$ cat src/rtl/fagc_pkg.sv
// shared constants and types for the filter and agc configuration block
package fagc_pkg;

	// register byte offsets on the apb bus
	localparam logic [11:0] FILTER_OFS = 12'h000;
	localparam logic [11:0] AGC_OFS    = 12'h004;
	localparam logic [11:0] STATUS_OFS = 12'h008;
	localparam logic [11:0] ERROR_OFS  = 12'h00C;

	// writable bits; reserved bits are dropped on write and read as zero
	localparam logic [31:0] FILTER_WMASK = 32'h003F_FFFF;
	localparam logic [31:0] AGC_WMASK    = 32'h3FFF_FFFF;

	// reset: halfbands bypassed, fir decimate by one, one tap
	localparam logic [31:0] FILTER_RESET = 32'h0010_0801;
	localparam logic [31:0] AGC_RESET    = 32'h0000_0000;

	localparam int          HB_STAGES  = 5;
	localparam logic [4:0]  DECIM_FULL = 5'h10;
	localparam logic [3:0]  PHASE_ZERO = 4'h0;
	localparam logic [3:0]  PHASE_STEP = 4'h1;

	// magnitude times 1.6, formed as 1 + 1/2 + 1/16 + 1/32
	localparam int MAG_SH_A = 1;
	localparam int MAG_SH_B = 4;
	localparam int MAG_SH_C = 5;

	// first control word, bit 31 down to bit 0
	typedef struct packed {
		logic [9:0] rsvd;
		logic       sync_en;
		logic       hb_bypass;
		logic [4:0] hb_en;         // bit 0 is stage one
		logic [3:0] fir_decim;
		logic       fir_dual_real;
		logic       fir_even_sym;
		logic       fir_asym;
		logic [7:0] fir_taps;
	} filter_word_t;

	typedef struct packed {
		logic [3:0] mant;          // loop_gain_mantissa, value / 16
		logic [3:0] expo;
	} loop_gain_t;

	// second control word, bit 31 down to bit 0
	typedef struct packed {
		logic [1:0]  rsvd;
		logic        sync_en;
		logic [12:0] threshold;    // signed, lsb weighs 2^-10
		loop_gain_t  gain1;
		loop_gain_t  gain0;
	} agc_word_t;

	// read-only status word
	typedef struct packed {
		logic [8:0] rsvd;
		logic [4:0] hb_last;
		logic       hb_cfg_bad;
		logic       taps_bad;
		logic [4:0] rsvd2;
		logic [2:0] hb_count;
		logic [2:0] rsvd3;
		logic [4:0] fir_decim;
	} status_word_t;

endpackage

$ cat src/rtl/fir_decim_phase.sv
// fir decimation phase counter with sync reset of its sequencing
`timescale 1ns/1ps
`default_nettype none

module fir_decim_phase (
	input  wire logic       clk,           // processing clock
	input  wire logic       rst_n,         // async reset, active low
	input  wire logic       seq_reset,     // sync restart of sequencing
	input  wire logic       sample_valid,  // one input sample this cycle
	input  wire logic [3:0] decim_field,   // raw field, zero means 16
	output logic      [3:0] phase_q,       // samples taken this period
	output logic            out_strobe_q   // one pulse per output sample
);

	// field minus one wraps 0000 to 1111, so zero gives sixteen
	logic [3:0] terminal;
	assign terminal = decim_field - fagc_pkg::PHASE_STEP;

	// count samples, emit a strobe on the last of each period
	always_ff @(posedge clk or negedge rst_n) begin
		if (!rst_n) begin
			phase_q      <= 4'h0;
			out_strobe_q <= 1'b0;
		end else if (seq_reset) begin
			phase_q      <= fagc_pkg::PHASE_ZERO;
			out_strobe_q <= 1'b0;
		end else if (sample_valid && phase_q == terminal) begin
			phase_q      <= fagc_pkg::PHASE_ZERO;
			out_strobe_q <= 1'b1;
		end else begin
			phase_q      <= sample_valid ? phase_q + fagc_pkg::PHASE_STEP
			                             : phase_q;
			out_strobe_q <= 1'b0;
		end
	end

endmodule
`default_nettype wire

$ cat src/rtl/agc_step_calc.sv
// agc gain error and per-sample gain step, two register stages
`timescale 1ns/1ps
`default_nettype none

module agc_step_calc (
	input  wire logic                 clk,             // processing clock
	input  wire logic                 rst_n,           // async reset
	input  wire logic [12:0]          threshold,       // signed threshold
	input  wire logic [11:0]          magnitude,       // unsigned, lsb 2^-10
	input  wire logic                 magnitude_valid, // new magnitude
	input  wire fagc_pkg::loop_gain_t gain,            // selected gain set
	output logic signed [14:0]        gain_error_q,    // lsb 2^-10
	output logic signed [34:0]        gain_step_q,     // lsb 2^-29 of 1.5dB
	output logic                      step_valid_q     // step is fresh
);

	logic [13:0]        mag_ext;
	logic [13:0]        mag_scaled;
	logic signed [14:0] err_d;
	logic signed [19:0] prod;
	logic [3:0]         expo_q;
	logic [3:0]         mant_q;
	logic               err_valid_q;

	// magnitude times 1.6 then taken from the threshold
	assign mag_ext    = {2'h0, magnitude};
	assign mag_scaled = mag_ext + (mag_ext >> fagc_pkg::MAG_SH_A)
	                  + (mag_ext >> fagc_pkg::MAG_SH_B)
	                  + (mag_ext >> fagc_pkg::MAG_SH_C);
	assign err_d = $signed({{2{threshold[12]}}, threshold})
	             - $signed({1'b0, mag_scaled});

	// mantissa as a fraction of 16 kept in the lsb weight, exponent
	// shifts left so the 2^-15 bias lives in the output lsb
	// both factors widened first so the product is not cut at 15 bits
	assign prod = 20'(gain_error_q)
	            * 20'($signed({1'b0, mant_q}));

	always_ff @(posedge clk or negedge rst_n) begin
		if (!rst_n) begin
			gain_error_q <= 15'sh0000;
			mant_q       <= 4'h0;
			expo_q       <= 4'h0;
			err_valid_q  <= 1'b0;
			gain_step_q  <= 35'sh0;
			step_valid_q <= 1'b0;
		end else begin
			if (magnitude_valid) begin
				gain_error_q <= err_d;
				mant_q       <= gain.mant;
				expo_q       <= gain.expo;
			end
			err_valid_q  <= magnitude_valid;
			if (err_valid_q) begin
				gain_step_q <= $signed({{15{prod[19]}}, prod}) <<< expo_q;
			end
			step_valid_q <= err_valid_q;
		end
	end

endmodule
`default_nettype wire

$ cat src/rtl/filter_agc_config.sv
// apb register bank that configures the halfband, fir and agc chain
//
// Chosen here: the APB slave port and the placing of the registers.
`timescale 1ns/1ps
`default_nettype none

module filter_agc_config (
	input  wire logic         pclk,                // processing clock
	input  wire logic         presetn,             // async reset, low
	input  wire logic         psel,                // apb select
	input  wire logic         penable,             // apb access phase
	input  wire logic         pwrite,              // apb direction
	input  wire logic [11:0]  paddr,               // apb byte address
	input  wire logic [31:0]  pwdata,              // apb write data
	output logic      [31:0]  prdata,              // apb read data
	output logic              pready,              // apb ready
	output logic              pslverr,             // apb error
	input  wire logic         filter_sync_input,   // external sync
	input  wire logic         agc_gain_set_select, // loop gain set pick
	input  wire logic         sample_valid,        // fir input sample
	input  wire logic [11:0]  magnitude,           // polar magnitude
	input  wire logic         magnitude_valid,     // magnitude strobe
	output logic      [4:0]   hb_path_en,          // stage in path
	output logic              hb_bypass,           // route around all
	output logic      [4:0]   hb_last_stage,       // one-hot exit stage
	output logic      [2:0]   hb_decim_log2,       // halfband rate log2
	output logic      [4:0]   fir_decim,           // 1..16
	output logic              fir_dual_real,       // two real filters
	output logic              fir_even_sym,        // even symmetry
	output logic              fir_asym,            // asymmetric
	output logic      [7:0]   fir_taps,            // tap count
	output logic              filter_ctl_reset,    // sequencing reset
	output logic      [3:0]   fir_phase,           // decimation phase
	output logic              fir_out_strobe,      // fir output slot
	output logic              agc_load,            // load accumulator
	output logic      [12:0]  agc_threshold,       // threshold field
	output logic signed [14:0] agc_gain_error,     // gain error
	output logic signed [34:0] agc_gain_step,      // gain per sample
	output logic              agc_step_valid       // step fresh
);

	// both words sit on pclk, the processing clock
	fagc_pkg::filter_word_t filter_q;
	fagc_pkg::agc_word_t    agc_q;
	fagc_pkg::status_word_t status;
	fagc_pkg::loop_gain_t   gain_sel;

	logic [31:0] prdata_q;
	logic        pready_q;
	logic        pslverr_q;
	logic [4:0]  hb_path_en_q;
	logic        hb_bypass_q;
	logic [4:0]  hb_last_q;
	logic [2:0]  hb_count_q;
	logic [4:0]  fir_decim_q;
	logic        fir_dual_real_q;
	logic        fir_even_sym_q;
	logic        fir_asym_q;
	logic [7:0]  fir_taps_q;
	logic        filter_ctl_reset_q;
	logic        agc_load_q;
	logic [12:0] agc_threshold_q;

	// bus decode
	logic        hit_filter;
	logic        hit_agc;
	logic        hit_status;
	logic        hit_error;
	logic        addr_hit;
	logic        setup_phase;
	logic        wr_commit;
	logic [31:0] rd_data;

	// halfband and fir decode
	logic [4:0]  hb_sel;
	logic [4:0]  hb_last;
	logic [2:0]  hb_count;
	logic [4:0]  decim_value;
	logic        taps_bad;
	logic        hb_cfg_bad;

	// apb address decode, unmapped offsets give pslverr
	assign hit_filter  = paddr == fagc_pkg::FILTER_OFS;
	assign hit_agc     = paddr == fagc_pkg::AGC_OFS;
	assign hit_status  = paddr == fagc_pkg::STATUS_OFS;
	assign hit_error   = paddr == fagc_pkg::ERROR_OFS;
	assign addr_hit    = hit_filter | hit_agc | hit_status | hit_error;
	assign setup_phase = psel & ~penable;
	assign wr_commit   = psel & penable & pready_q & pwrite;

	// read mux, captured one edge early so data is a flop
	assign rd_data = hit_filter ? filter_q :
	                 hit_agc    ? agc_q :
	                 hit_status ? status :
	                 hit_error  ? {{17{agc_gain_error[14]}}, agc_gain_error} :
	                              32'h0000_0000;

	// bypass clears the path, else the per-stage enables
	assign hb_sel = filter_q.hb_bypass ? 5'h00 : filter_q.hb_en;

	// exit stage: highest enabled stage with none enabled above it
	genvar i;
	generate
		for (i = 0; i < fagc_pkg::HB_STAGES; i++) begin : g_last
			if (i == fagc_pkg::HB_STAGES - 1) begin : g_top
				assign hb_last[i] = hb_sel[i];
			end else begin : g_mid
				assign hb_last[i] = hb_sel[i] &
				                    ~|hb_sel[fagc_pkg::HB_STAGES-1:i+1];
			end
		end
	endgenerate

	// each stage in the path halves the rate, the rest pass through
	assign hb_count = 3'({2'h0, hb_sel[0]}) + 3'({2'h0, hb_sel[1]})
	                + 3'({2'h0, hb_sel[2]}) + 3'({2'h0, hb_sel[3]})
	                + 3'({2'h0, hb_sel[4]});

	// zero in the field means sixteen
	assign decim_value = (filter_q.fir_decim == 4'h0) ? fagc_pkg::DECIM_FULL
	                                                 : {1'b0, filter_q.fir_decim};

	// host misuse is flagged, never repaired: zero taps and
	// no stage left while not bypassed
	assign taps_bad   = filter_q.fir_taps == 8'h00;
	assign hb_cfg_bad = ~filter_q.hb_bypass & (filter_q.hb_en == 5'h00);

	// status word shows the decoded configuration
	always_comb begin
		status            = '0;
		status.fir_decim  = decim_value;
		status.hb_count   = hb_count;
		status.taps_bad   = taps_bad;
		status.hb_cfg_bad = hb_cfg_bad;
		status.hb_last    = hb_last;
	end

	// loop gain set chosen by the select input
	assign gain_sel = agc_gain_set_select ? agc_q.gain1 : agc_q.gain0;

	// apb handshake: one wait-free access phase after each setup
	always_ff @(posedge pclk or negedge presetn) begin
		if (!presetn) begin
			pready_q  <= 1'b0;
			pslverr_q <= 1'b0;
			prdata_q  <= 32'h0000_0000;
		end else begin
			pready_q  <= setup_phase;
			pslverr_q <= setup_phase & ~addr_hit;
			if (setup_phase) begin
				prdata_q <= pwrite ? 32'h0000_0000 : rd_data;
			end
		end
	end

	// control word writes; reserved bits never stored
	always_ff @(posedge pclk or negedge presetn) begin
		if (!presetn) begin
			filter_q <= fagc_pkg::FILTER_RESET;
			agc_q    <= fagc_pkg::AGC_RESET;
		end else if (wr_commit) begin
			if (hit_filter) begin
				filter_q <= pwdata & fagc_pkg::FILTER_WMASK;
			end
			if (hit_agc) begin
				agc_q <= pwdata & fagc_pkg::AGC_WMASK;
			end
		end
	end

	// decoded filter controls, registered toward the chain
	always_ff @(posedge pclk or negedge presetn) begin
		if (!presetn) begin
			hb_path_en_q    <= 5'h00;
			hb_bypass_q     <= 1'b1;
			hb_last_q       <= 5'h00;
			hb_count_q      <= 3'h0;
			fir_decim_q     <= 5'h01;
			fir_dual_real_q <= 1'b0;
			fir_even_sym_q  <= 1'b0;
			fir_asym_q      <= 1'b0;
			fir_taps_q      <= 8'h01;
		end else begin
			hb_path_en_q    <= hb_sel;
			hb_bypass_q     <= filter_q.hb_bypass;
			hb_last_q       <= hb_last;
			hb_count_q      <= hb_count;
			fir_decim_q     <= decim_value;
			fir_dual_real_q <= filter_q.fir_dual_real;
			fir_even_sym_q  <= filter_q.fir_even_sym;
			fir_asym_q      <= filter_q.fir_asym;
			fir_taps_q      <= filter_q.fir_taps;
		end
	end

	// sync is a level each cycle it is high; gated by the enable bits
	always_ff @(posedge pclk or negedge presetn) begin
		if (!presetn) begin
			filter_ctl_reset_q <= 1'b0;
			agc_load_q         <= 1'b0;
			agc_threshold_q    <= 13'h0000;
		end else begin
			filter_ctl_reset_q <= filter_q.sync_en & filter_sync_input;
			agc_load_q         <= agc_q.sync_en & filter_sync_input;
			agc_threshold_q    <= agc_q.threshold;
		end
	end

	// fir sequencing restarts on the gated sync
	fir_decim_phase u_phase (
		.clk          (pclk),
		.rst_n        (presetn),
		.seq_reset    (filter_ctl_reset_q),
		.sample_valid (sample_valid),
		.decim_field  (filter_q.fir_decim),
		.phase_q      (fir_phase),
		.out_strobe_q (fir_out_strobe)
	);

	// error and step: threshold less 1.6 times magnitude, scaled by
	// mantissa/16 and 2^(exp-15)
	agc_step_calc u_step (
		.clk             (pclk),
		.rst_n           (presetn),
		.threshold       (agc_q.threshold),
		.magnitude       (magnitude),
		.magnitude_valid (magnitude_valid),
		.gain            (gain_sel),
		.gain_error_q    (agc_gain_error),
		.gain_step_q     (agc_gain_step),
		.step_valid_q    (agc_step_valid)
	);

	// outputs straight from flops
	assign prdata           = prdata_q;
	assign pready           = pready_q;
	assign pslverr          = pslverr_q;
	assign hb_path_en       = hb_path_en_q;
	assign hb_bypass        = hb_bypass_q;
	assign hb_last_stage    = hb_last_q;
	assign hb_decim_log2    = hb_count_q;
	assign fir_decim        = fir_decim_q;
	assign fir_dual_real    = fir_dual_real_q;
	assign fir_even_sym     = fir_even_sym_q;
	assign fir_asym         = fir_asym_q;
	assign fir_taps         = fir_taps_q;
	assign filter_ctl_reset = filter_ctl_reset_q;
	assign agc_load         = agc_load_q;
	assign agc_threshold    = agc_threshold_q;

endmodule
`default_nettype wire

$ cat config.mk
export PLATFORM = sky130hd
export DESIGN_NAME = filter_agc_config
export DESIGN_NICKNAME = d
export VERILOG_FILES = /design/src/rtl/fagc_pkg.sv /design/src/rtl/fir_decim_phase.sv /design/src/rtl/agc_step_calc.sv /design/src/rtl/filter_agc_config.sv
export SDC_FILE = /design/constraint.sdc
export NUM_CORES = 1
export LEC_CHECK = 0
export ABC_AREA = 1
export BUFFER_PORTS_ARGS = -buffer_cell sky130_fd_sc_hd__buf_2
export CAP_MARGIN = 20
export CELL_PAD_IN_SITES_DETAIL_PLACEMENT = 0
export CELL_PAD_IN_SITES_GLOBAL_PLACEMENT = 2
export CORE_ASPECT_RATIO = 0.75
export CORE_MARGIN = 2
export CORE_UTILIZATION = 36
export CTS_CLUSTER_SIZE = 28
export DETAILED_ROUTE_END_ITERATION = 10
export HOLD_SLACK_MARGIN = 0.08
export PLACE_DENSITY_LB_ADDON = 0.1
export SLEW_MARGIN = 30
export SYNTH_ARGS = -nofsm -noshare
export SYNTH_HDL_FRONTEND = slang
export SYNTH_HIERARCHICAL = 1
export SYNTH_SLANG_ARGS = --single-unit
$ cat constraint.sdc
create_clock -name pclk -period 5.8 [get_ports pclk]
set_input_delay 0.29 -clock pclk [delete_from_list [all_inputs] [get_ports pclk]]
set_output_delay 0.29 -clock pclk [all_outputs]
set_load 0.05 [all_outputs]
======== After elaboration in Yosys (flattened, before gate mapping) ========
Index checks and enable logic that the tools add are counted.
word-level totals
  register bits after elaboration ......... 196
  input bits .............................. 65
  output and inout port bits .............. 135
cells by class
  add/subtract/negate cells ............... 10
  multiply operators ...................... 1
  eq/ne operators ......................... 4
  shift-type cells ........................ 1
  mux-type cells .......................... 13
  bitwise gates (word level) .............. 18
  reductions and logical operators ........ 15
operators by type and width
  cell                 number
  $mux 32              5
  $sshl 20x4->35       1
  $eq 12x4->1 const B  2
  $mul 15x5->20        1
  $sub 13x15->15       1
  $add 14x7->14        1
  $add 14x8->14        1
  $add 12x11->13       1
  $and 1x1->1          12
  $eq 12x3->1 const B  1
  $logic_not 12->1     1
  $mux 4               3
  $mux 5               2
  $logic_not 8->1      1
  $mux 8               1
  $add 3x1->3          2
  $logic_not 5->1      1
  $add 4x1->4 const B  1
  $eq 4x4->1           1
  $logic_not 1->1      4
  $logic_not 4->1      1
  $reduce_and 2->1     2
  $reduce_or 4->1      1
  $sub 4x1->4 const B  1
  other kinds (9)      14

======== Longest topological paths before layout ========
Gate-level depths: netlist (run 1).
  word-level depth ........................ 9
  gate-level depth with buffers ........... 27
  depth with buffers taken out ............ 25

======== Modules after synthesis ========
The synthesis (run 1) kept the hierarchy.
modules (own cells, without submodules)
  module             instances  cells an instance  area an instance (µm²)
  agc_step_calc      1          1038               7236.9
  filter_agc_config  1          617                5442.7
  fir_decim_phase    1          56                 366.6

======== Least setup slack after synthesis (run 1) ========
No wires, ideal clock.
  path type ............................... input to register
  from .................................... input port magnitude[1]
  to ...................................... register u_step.gain_error_q[12]
  setup time .............................. 118 ps
  data arrival time ....................... 3911 ps
  required time ........................... 5682 ps
  slack ................................... 1771 ps
  stages .................................. 20
  buffers on the path ..................... 0
  cells stage by stage .................... inv_1 > fa_1 > inv_1 > fa_1 > ha_1 > inv_1 > fa_1 > o21ai_0 > a21oi_1 > nor2_1 > nor2_1 > xor2_1 > ha_1 > a21o_1 > nand3_1 > nand4_1 > a21o_1 > or2_2 > nand3_1 > nand2_1
on the way
  cells in the longest elaborated chain, start to end .. 4
ends and longest elaborated chain
  element               line                     source
  from (decl)           filter_agc_config.sv:21  input wire logic [11:0] magnitude,
  $add 12x11->13        agc_step_calc.sv:27      assign mag_scaled = mag_ext + (mag_ext >> fagc_pkg::MAG_SH_A)
  $add 14x8->14         agc_step_calc.sv:28      + (mag_ext >> fagc_pkg::MAG_SH_B)
  $add 14x7->14         agc_step_calc.sv:29      + (mag_ext >> fagc_pkg::MAG_SH_C);
  $sub 13x15->15        agc_step_calc.sv:31      - $signed({1'b0, mag_scaled});
  to (signal assigned)  agc_step_calc.sv:49      gain_error_q <= err_d;
  to (decl)             agc_step_calc.sv:12      output logic signed [14:0] gain_error_q,
Every way passes these cells.
A chain may end at the register's enable or synchronous reset.

======== Worst setup path after layout (run 1) ========
  from .................................... register u_step.mant_q[3]
  to ...................................... register u_step.gain_step_q[10]
on the way
  cells in the longest elaborated chain, start to end .. 2
ends and longest elaborated chain
  element                 line                 source
  from (decl)             agc_step_calc.sv:22  logic [3:0] mant_q;
  from (signal assigned)  agc_step_calc.sv:50  mant_q <= gain.mant;
  $mul 15x5->20           agc_step_calc.sv:37  * 20'($signed({1'b0, mant_q}));
  $sshl 20x4->35          agc_step_calc.sv:55  gain_step_q <= $signed({{15{prod[19]}}, prod}) <<< expo_q;
  to (signal assigned)    agc_step_calc.sv:55
  to (decl)               agc_step_calc.sv:13  output logic signed [34:0] gain_step_q,
Every way passes these cells.

==> reports/qor.csv, run 1 <==
metric,value,unit
fin_crit,4.39,ns
grtUsageTotal,0.224,
rr_worst_depth,13,
max-slew-margin-rel,0.362,
postCtsSetupRepairBufs,0,
min_to,filter_q[0],
die_x,224,µm
ys_seq_area_frac,0.373,
cts_buffers,17,
viasPerCell,4.87,
hp-class,in -> reg,
synth_top_area_cell,dfrtp_1,
clk_latency,0.45,ns
syn_area_per_cell,7.62,µm²
ctsLongestPathBuffers,2,
antenna_found_initial,1,
portBuffers,197,
hold_violations,0,
num_antenna_cells,0,
fin_crit_sh,0.758,
synth_cell_types,52,
final_core_utilization,0.421,
rsz0062_at_grt,false,
crit_fanout,16,
die_area,37800,µm²
power_density,243,nW/µm²
die_h,169,µm
timing.fmax,228,MHz
final_max_slew_viol_count,0,
r2r_slack,1.41,ns
drive_above_1_share,0.151,
dp_hpwl,32400,µm
finClkSkew,0.0149,ns
io_pins,200,
syn_nets,1900,
required,6.17,ns
fin_total_pwr,3.66,mW
nets,2071,
final_cell_mix,"509 x nand2_1, 268 x inv_1, 196 x buf_2",
r2r-start,u_step/mant_q[3],
critical_path_class,reg -> reg,
postSynth.asyncResetShare,1.00,
core_area,35800,µm²
first_pass_iters,5,
synth_top_area_share,0.361,
syn_area,13000,µm²
grt_max_degree,67,
synth-edff-count,0,
ys_ff_latch,194,
endpoint_kind,flip-flop,
gp_congestion,0.828,
ys_warn_count,6,
layout_commonest_cell,nand2_1,
first_global_vias,11000,
htree_levels,4,
route.detailed.drc,0,
overflow,0,
worstPathArrival,4.76,ns
synth_area_leaders,"dfrtp_1 36%, nand2_1 15%, inv_1 7.7%",
maxCapViolCount,0,
vias,11500,
ant_nets,0,
worst_pin_slew,0.956,ns
n_fill_cell,3811,
initial_utilization,0.364,
area_growth,15.5,%
post_drt_wl_per_cell,17.5,µm
leakage,8.93,nW
hold_depth,3,
outcome,"complete, no violations",
synthCells,1711,
timing.rr.end,u_step/gain_step_q[10],
clkSinkCount,194,
hold_start,pwdata[0],
drt_iter0_markers,859,
grt_pass1_wl,64700,µm
start_kind,flip-flop,
root_buffer,clkbuf_16,
cts_tree,yes,
clkTransAtPathRegs,0.08,ns
drt_wl_total,41200,µm
row_count,60,
synth_flop_cell,dfrtp_1,
finalSetupTns,0,ns
setup_viol,0,
peakVddDrop,0.196,mV
[critical path, stage by stage (launching register included)]
cell and delay, ns:
dfrtp_1 0.71, nand2_1 0.10, inv_1 0.08, ha_1 0.24
fa_1 0.53, fa_1 0.50, ha_1 0.38, a21oi_1 0.23
nand2_1 0.17, xor2_1 0.34, o21ai_0 0.16, o21ai_0 0.38
o21ai_0 0.24, o21ai_0 0.25
[worst max-delay path by stage]
stage | start | slack, ns | endpoint | cells past startpoint
3_3_place_gp | magnitude[1] | 1.29 | u_step/gain_error_q[12] | 21
3_5_place_dp | magnitude[5] | 1.31 | u_step/gain_error_q[12] | 21
6_report | u_step/mant_q[3] | 1.41 | u_step/gain_step_q[10] | 13
2_1_floorplan | magnitude[1] | 1.77 | u_step/gain_error_q[12] | 20
5_1_grt | u_step/mant_q[3] | 0.95 | u_step/gain_step_q[28] | 19
4_1_cts | u_step/mant_q[2] | 1.38 | u_step/gain_step_q[10] | 13
[through the flow]
stage,hold WS (ns),worst slack (ns),instance area (µm²),cells
2_1_floorplan,-0.00559,1.77,13000,1711
3_3_place_gp,0.316,1.29,14300,2316
3_5_place_dp,0.319,1.31,14300,2316
4_1_cts,0.0829,1.38,15100,2360
5_1_grt,0.0952,0.945,15100,2360
6_report,0.100,1.41,15100,2360
[where the power goes]
part	switching [mW]	internal (mW)	total, mW
logic	0.591	0.262	0.853
clock network	0.589	0.664	1.25
registers	0.150	1.40	1.55
[sequential cells by signal, indices dropped and copies added (netlist names), 3 cells and up]
name,count
u_step/gain_step_q,35
hb_decim_log2,3
agc_threshold,13
u_phase/phase_q,4
hb_last_stage,5
agc_q,30
fir_decim,5
hb_path_en,4
filter_q,22
prdata,31
fir_taps,8
u_step/gain_error_q,15
u_step/mant_q,4
u_step/expo_q,4
[layer usage]
| layer | vias up | share of wire | track usage |
|---|---|---|---|
| met4 | 0 | 0.0062 | 0.0374 |
| met3 | 15 | 0.045 | 0.0281 |
| li1 | 5721 | - | - |
| met5 | - | 0 | 0 |
| met1 | 5492 | 0.56 | 0.374 |
| met2 | 276 | 0.39 | 0.303 |
[synthesized netlist by cell type (5+ instances only)]
library cell,instances
nand2_1,509
inv_1,268
nand3_1,195
dfrtp_1,188
nor2_1,83
ha_1,75
o21ai_0,68
o21ai_1,50
fa_1,49
a21oi_1,38
clkbuf_1,34
xor2_1,18
buf_2,15
o211ai_1,15
buf_6,11
nand4_1,7
or2_2,7
dfstp_2,6
nand2_2,6
nand3_2,6
nor3_1,6
xnor2_1,6
mux2_2,5
nor2_2,5
[repair_timing]
action | CTS | global route
hold buffers | 12 | 0
hold endpoints to repair | 73 | 0
resized for setup | 0 | 0
[cell families (layout without fill, tap and decap cells)]
group	after synthesis	in the layout	synth area share
buf+inv	337	521	0.106
fa+ha+maj	124	124	0.147
compound gates	189	189	0.0798
xor+xnor	26	26	0.0186
flops	194	194	0.373
mux	6	6	0.00508
simple gates	835	835	0.271
[final cells by class]
type / instances / area (µm²) / area share
Clock buffer: 18 / 439 / 0.0292
Clock inverter: 14 / 170 / 0.0113
Inverter: 273 / 1030 / 0.0682
Multi-Input combinational cell: 1180 / 6810 / 0.452
Sequential cell: 194 / 4860 / 0.323
Tap cell: 465 / 582 / 0.0386
Timing Repair Buffer: 216 / 1170 / 0.0777
No activity file was read; power rests on OpenSTA's default activity.
==> inputs of run 2 (changes only) <==
- ABC_AREA: 1 -> 0
- CORE_UTILIZATION: 36 -> 37
- clock period: 5.8 -> 4.6 ns (I/O delays scaled with it)
==> reports/qor.csv, run 2 <==
metric,value,unit,change
initial_utilization,0.373,,+0.00917
hold_ws,0.103,ns,+0.00276 ns
crit_slowest_cell,fa_1,,
post_drt_wl_per_cell,19.0,µm,+8.9%
r2r-start,u_step/mant_q[3],,
worstPathArrival,4.91,ns,+0.15 ns
clk_latency,0.46,ns,about the same
drive_above_1_share,0.371,,+0.220
largest_reg_flops,35,,unchanged
timing.rr.end,u_step/gain_step_q[19],,
synth_flop_cell,dfrtp_1,,
synth_common_cells,"188 x dfrtp_1, 113 x inv_1, 102 x nand2_1, 75 x ha_1, 66 x a21oi_1",,
setup_viol,0,,unchanged
fin_total_pwr,4.99,mW,+36%
rr_worst_depth,16,,+3
finClkSkew,0.0200,ns,+0.00505 ns
core_area,34500,µm²,-3.7%
io_pins,200,,unchanged
root_buffer,clkbuf_16,,
peakVddDrop,0.300,mV,+53%
ys_seq_area_frac,0.378,,+0.00493
layout_commonest_cell,buf_2,,
drt_iter0_markers,745,,-13%
critical_path_class,reg -> reg,,
outcome,"complete, no violations",,
grtUsageTotal,0.217,,-0.00671
overflow,0,,unchanged
critPathMaxStageDelay,0.62,ns,-0.09 ns
ctsLongestPathBuffers,2,,unchanged
synth_top_area_cell,dfrtp_1,,
ant_nets,0,,unchanged
worst_pin_slew,0.926,ns,-0.0302 ns
syn_area_per_cell,10.3,µm²,+35%
rsz0062_at_grt,true,,
clkTransAtPathRegs,0.09,ns,about the same
vias,10400,,-9.6%
row_count,59,,-1.7%
cts_tree,yes,,
fin_crit,4.55,ns,+0.158 ns
grt_pass1_wl,60000,µm,-7.2%
final_max_slew_viol_count,0,,unchanged
dp_hpwl,29400,µm,-9.3%
dpl.cell_count,1969,,-15%
die_x,219,µm,-2.0%
largest-register,u_step/gain_step_q,,
antenna_found_initial,1,,unchanged
viasPerCell,5.08,,+4.2%
path_delay_family,adder cells,,
nets,1765,,-15%
hold_violations,0,,unchanged
area_growth,31.1,%,
die_h,166,µm,-2.0%
grt_max_degree,103,,+54%
portBuffers,197,,unchanged
drt_wl_total,38900,µm,-5.5%
required,4.95,ns,-1.22 ns
synthMuxAreaShare,0.121,,+0.116
route.detailed.drc,0,,unchanged
cp.depth,16,,+3
synth_xor_area_frac,0.0315,,+0.0129
first_global_vias,10100,,-7.8%
timing.fmax,220,MHz,-3.5%
max-slew-margin-rel,0.383,,+0.0208
htree_levels,4,,unchanged
start_kind,flip-flop,,
hold_depth,2,,-1
crit_top_cell,buf_6,,
synth_most_common_cell,dfrtp_1,,
synthSimpleGateAreaFrac,0.137,,-0.134
instances_no_fill,2046,,-13%
synth-adder-area-share,0.149,,+0.00194
power_density,296,nW/µm²,+22%
crit_end,u_step/gain_step_q[19],,
ys_warn_count,6,,unchanged
cp_cell_sequence,"buf_6, buf_6, and2_4, ha_4, fa_1, fa_1, ha_4, buf_6, nor2b_1, and3_1, a211o_1, a311oi_2, nand3b_1, mux2_4, mux2_4, a221o_1",,
synth_top_area_share,0.365,,+0.00477
synth_compound_area_frac,0.127,,+0.0476
synth-edff-count,0,,unchanged
crit_fanout,6,,-10
hp-class,in -> reg,,
fin_crit_sh,0.990,,+0.232
syn_nets,1444,,-24%
ys_ff_latch,194,,unchanged
syn_area,12900,µm²,-1.3%
leakage,8.52,nW,-4.6%
synth_cell_types,87,,+67%
gp_congestion,0.839,,+1.3%
first_pass_iters,5,,unchanged
post_dp_cell_area,15100,µm²,+5.5%
synth_top_family_by_area,adder cells,,
crit_buf_inv,3,,+2
maxCapViolCount,0,,unchanged
synthCells,1255,,-27%
clkSinkCount,194,,unchanged
cts_buffers,17,,unchanged
num_antenna_cells,0,,unchanged
synth_area_leaders,"dfrtp_1 37%, fa_1 7.6%, ha_1 7.3%",,
n_fill_cell,3238,,-15%
r2r_slack,0.05,ns,-1.36 ns
crit_start,u_step/mant_q[3],,
postSynth.asyncResetShare,1.00,,unchanged
final_cell_mix,"196 x buf_2, 176 x dfrtp_1, 122 x buf_4",,
design_area,16900,µm²,+12%
die_area,36300,µm²,-3.9%
endpoint_kind,flip-flop,,
run 2: changes by cell type after synthesis, moves of 14 or more:
cell / delta
xnor2_1: +19
o21ai_1: -46
nor3_1: +14
a21oi_1: +28
mux2_4: +21
mux2i_1: +35
mux2_2: +54
o21ai_0: -17
nor2b_1: +16
inv_1: -155
and2_1: +56
nand3_1: -178
nand2_1: -407
nor2_1: -18
run 2: worst reg2reg max path: cells and delay by family, from the launching register on:
kind / cells / cell delay [ns]
AO/OA/AOI/OAI: 3 / 0.81
AND/OR/NAND/NOR: 4 / 0.66
buffers and inverters: 3 / 0.40
adder cells (fa/ha/maj): 4 / 1.57
multiplexers: 2 / 0.59
flip-flops: 1 / 0.44
run 2: worst min path at each step:
| stage | start | to | slack (ns) |
|---|---|---|---|
| 2_1_floorplan | presetn | agc_load | -0.07 |
| 3_3_place_gp | filter_q[0] | fir_taps[0] | 0.38 |
| 3_5_place_dp | filter_q[0] | fir_taps[0] | 0.38 |
| 4_1_cts | sample_valid | u_phase/phase_q[1] | 0.09 |
| 5_1_grt | sample_valid | u_phase/phase_q[1] | 0.11 |
| 6_report | sample_valid | u_phase/phase_q[1] | 0.10 |
run 2: area by class of cell:
class	count	area [µm²]	share of cell area
flip-flops and latches	194	4880	0.289
inverters	116	435	0.0258
repair buffers	363	2410	0.143
multi-input cells	884	7990	0.473
clock buffers	18	429	0.0254
well taps	457	572	0.0339
clock inverters	14	171	0.0102
run 2: kinds of logic after synthesis:
group | after synthesis
xor+xnor | 43
fa+ha+maj | 124
flops | 194
compound gates | 244
simple gates | 344
mux | 129
buf+inv | 177
run 2: stage by stage:
stage | util | TNS (ns) | setup WS, ns
2_1_floorplan | - | 0 | 0.00558
3_3_place_gp | 0.438 | -2.24 | -0.252
3_5_place_dp | 0.438 | -3.14 | -0.298
4_1_cts | 0.473 | -0.00103 | -0.00103
5_1_grt | 0.490 | -0.668 | -0.0802
6_report | 0.490 | 0 | 0.0478
run 2: metal layers:
metal / global-route usage / up-vias / part of all wire
met4: 0.0433 / 0 / 0.0083
met1: 0.351 / 5143 / 0.54
met3: 0.0313 / 23 / 0.046
met2: 0.301 / 227 / 0.40
li1: - / 5004 / -
met5: 0 / - / 0
run 2: what timing repair did:
action,in CTS,in global routing
hold buffers,32,0
setup endpoints to repair,22,27
gates resized for setup,50,94
buffers inserted,4,8
pin swaps,29,61
endpoints found under the hold margin,152,0
run 2: where the power goes:
| part | leakage (nW) | internal, mW | switching, mW |
|---|---|---|---|
| clock network | 0.284 | 0.778 | 0.762 |
| registers | 2.59 | 1.80 | 0.0989 |
| logic | 5.64 | 0.631 | 0.928 |
==> inputs of run 3 (changes only) <==
- CORE_ASPECT_RATIO: 0.75 -> 1.2
==> reports/qor.csv, run 3 (same netlist as run 2, synthesis figures left out) <==
metric,value,unit,change
ant_nets,0,,unchanged
route.detailed.drc,0,,unchanged
required,4.91,ns,-0.04 ns
peakVddDrop,0.173,mV,-42%
htree_levels,4,,unchanged
endpoint_kind,flip-flop,,
initial_utilization,0.377,,+0.00338
swShare,0.356,,-0.00212
cts_buffers,17,,unchanged
row_count,74,,+25%
timing.fmax,223,MHz,+1.3%
fin_crit,4.49,ns,-0.0581 ns
hold_depth,3,,+1
p_sw,1.73,mW,-3.2%
layout_commonest_cell,buf_2,,
layout_setup_ws,0.106,ns,+0.0581 ns
grt_max_degree,117,,+14%
nets,1756,,-0.51%
area_growth,28.6,%,
fin_crit_sh,0.977,,-0.0126
crit_fanout,6,,unchanged
hold_ws,0.122,ns,+0.0190 ns
dp_hpwl,28000,µm,-4.7%
outcome,"complete, no violations",,
max-slew-margin-rel,0.390,,+0.00786
die_x,174,µm,-21%
preCtsSetupSlack,-0.225,ns,+0.0729 ns
pwr-share-comb,0.311,,about the same
hp-class,in -> reg,,
r2r_slack,0.11,ns,+0.06 ns
clkTransAtPathRegs,0.08,ns,about the same
final_max_slew_viol_count,0,,unchanged
core_area,34200,µm²,-0.90%
root_buffer,clkbuf_16,,
final_cell_mix,"196 x buf_2, 176 x dfrtp_1, 117 x buf_4",,
grt_pass1_wl,59100,µm,-1.5%
maxCapViolCount,0,,unchanged
worstPathArrival,4.81,ns,-0.10 ns
antenna_found_initial,0,,-1
setup_viol,0,,unchanged
start_kind,flip-flop,,
largest_reg_flops,35,,unchanged
intPower,3.13,mW,-2.3%
drive_above_1_share,0.358,,-0.0137
finClkSkew,0.0184,ns,-0.00163 ns
portBuffers,197,,unchanged
critical_path_class,reg -> reg,,
n_fill_cell,3321,,+2.6%
overflow,0,,unchanged
p_seq_frac,0.387,,+0.008
largest-register,u_step/gain_step_q,,
clkSinkCount,194,,unchanged
seqCellArea,4880,µm²,unchanged
die_area,36300,µm²,about the same
timing.rr.end,u_step/gain_step_q[19],,
drt_wl_total,37200,µm,-4.4%
min_to,pslverr,,
clockPowerShare,0.302,,-0.006
io_pins,200,,unchanged
drt_iter0_markers,584,,-22%
post_drt_wl_per_cell,18.3,µm,-3.9%
first_pass_iters,7,,+2
leakage,8.39,nW,-1.6%
r2r-start,u_step/mant_q[2],,
hold_start,paddr[4],,
die_h,208,µm,+26%
rr_worst_depth,16,,unchanged
rsz0062_at_grt,true,,
worst_pin_slew,0.911,ns,-0.0152 ns
vias,10200,,-1.5%
grtUsageTotal,0.207,,-0.0102
multiInputGateArea,7800,µm²,-2.4%
ctsLongestPathBuffers,2,,unchanged
hold_violations,0,,unchanged
num_antenna_cells,0,,unchanged
gp_congestion,0.802,,-4.4%
cts_tree,yes,,
viasPerCell,5.03,,-1.1%
final_core_utilization,0.485,,-0.00505
power_density,294,nW/µm²,-0.74%
first_global_vias,10600,,+4.1%
clk_latency,0.44,ns,-0.02 ns
-- run 3: changes by cell type in the layout (fill, tap and decap cells not counted), moves of 3 or more --
cell / change
inv_6: +4
o21ai_1: -4
buf_4: -5
a21oi_1: +3
nor4_2: +3
and2_4: -5
o21ai_0: +5
nor2_2: +3
ha_4: -4
and2_1: +5
-- run 3: per-layer routing --
metal  vias up  global-route usage  wire [µm]
met4         0              0.0539        614
met2       200               0.369      19200
li1       4980                   -          -
met3        23              0.0314       1290
met1      5034               0.260      16100
met5         -                   0          0
-- run 3: worst max-delay path by stage --
stage                              end              startpoint  cells past startpoint
4_1_cts         u_step/gain_step_q[19]        u_step/mant_q[2]                     18
5_1_grt         u_step/gain_step_q[19]        u_step/mant_q[3]                     18
6_report        u_step/gain_step_q[19]        u_step/mant_q[2]                     16
3_5_place_dp   u_step/gain_error_q[14]            magnitude[1]                     23
3_3_place_gp   u_step/gain_error_q[13]            magnitude[1]                     22
2_1_floorplan   u_step/gain_step_q[28]  u_step/gain_error_q[8]                     17
-- run 3: worst max-delay path: stages, from the launching register on --
cell      delay [ns]
dfrtp_2         0.42
buf_6           0.14
buf_6           0.12
and2_4          0.13
ha_4            0.27
fa_1            0.43
fa_1            0.49
ha_1            0.33
buf_6           0.14
nor2b_1         0.14
and3_1          0.19
a211o_1         0.28
a311oi_2        0.21
nand3b_1        0.20
mux2_4          0.29
mux2_4          0.28
a221o_1         0.32
-- run 3: cell type report --
| cell class | count | area share |
|---|---|---|
| multi-input combinational | 884 | 0.471 |
| sequential | 194 | 0.295 |
| timing repair buffer | 354 | 0.139 |
| tap | 456 | 0.0345 |
| inverter | 116 | 0.0263 |
| clock buffer | 18 | 0.0259 |
| clock inverter | 14 | 0.00846 |
-- run 3: power by group through the flow --
stage | registers [mW] | clock network [mW] | logic, mW
after floorplan | 2.20 | 0 | 0.600
after global placement | 1.92 | 0 | 1.49
after detailed placement | 1.92 | 0 | 1.50
after CTS | 1.89 | 1.52 | 1.53
after global routing | 1.90 | 1.59 | 1.64
final | 1.88 | 1.47 | 1.51
-- run 3: timing repair --
action                                  4_1_cts  5_1_grt
buffers inserted                              4        3
pin swaps                                    21       54
hold endpoints to repair                    162        0
hold buffers                                 32        0
endpoints found under the setup margin       22       26
resized for setup                            40       70
-- run 3: per-stage QoR --
stage          cell area (µm²)  power, mW  instances  TNS, ns
5_1_grt                  16600       5.13       2036  -0.0541
3_3_place_gp             15100       3.41       1965    -1.53
3_5_place_dp             15100       3.42       1965    -2.02
4_1_cts                  16200       4.93       2033        0
6_report                 16600       4.86       2036        0
2_1_floorplan            12900       2.80       1255        0
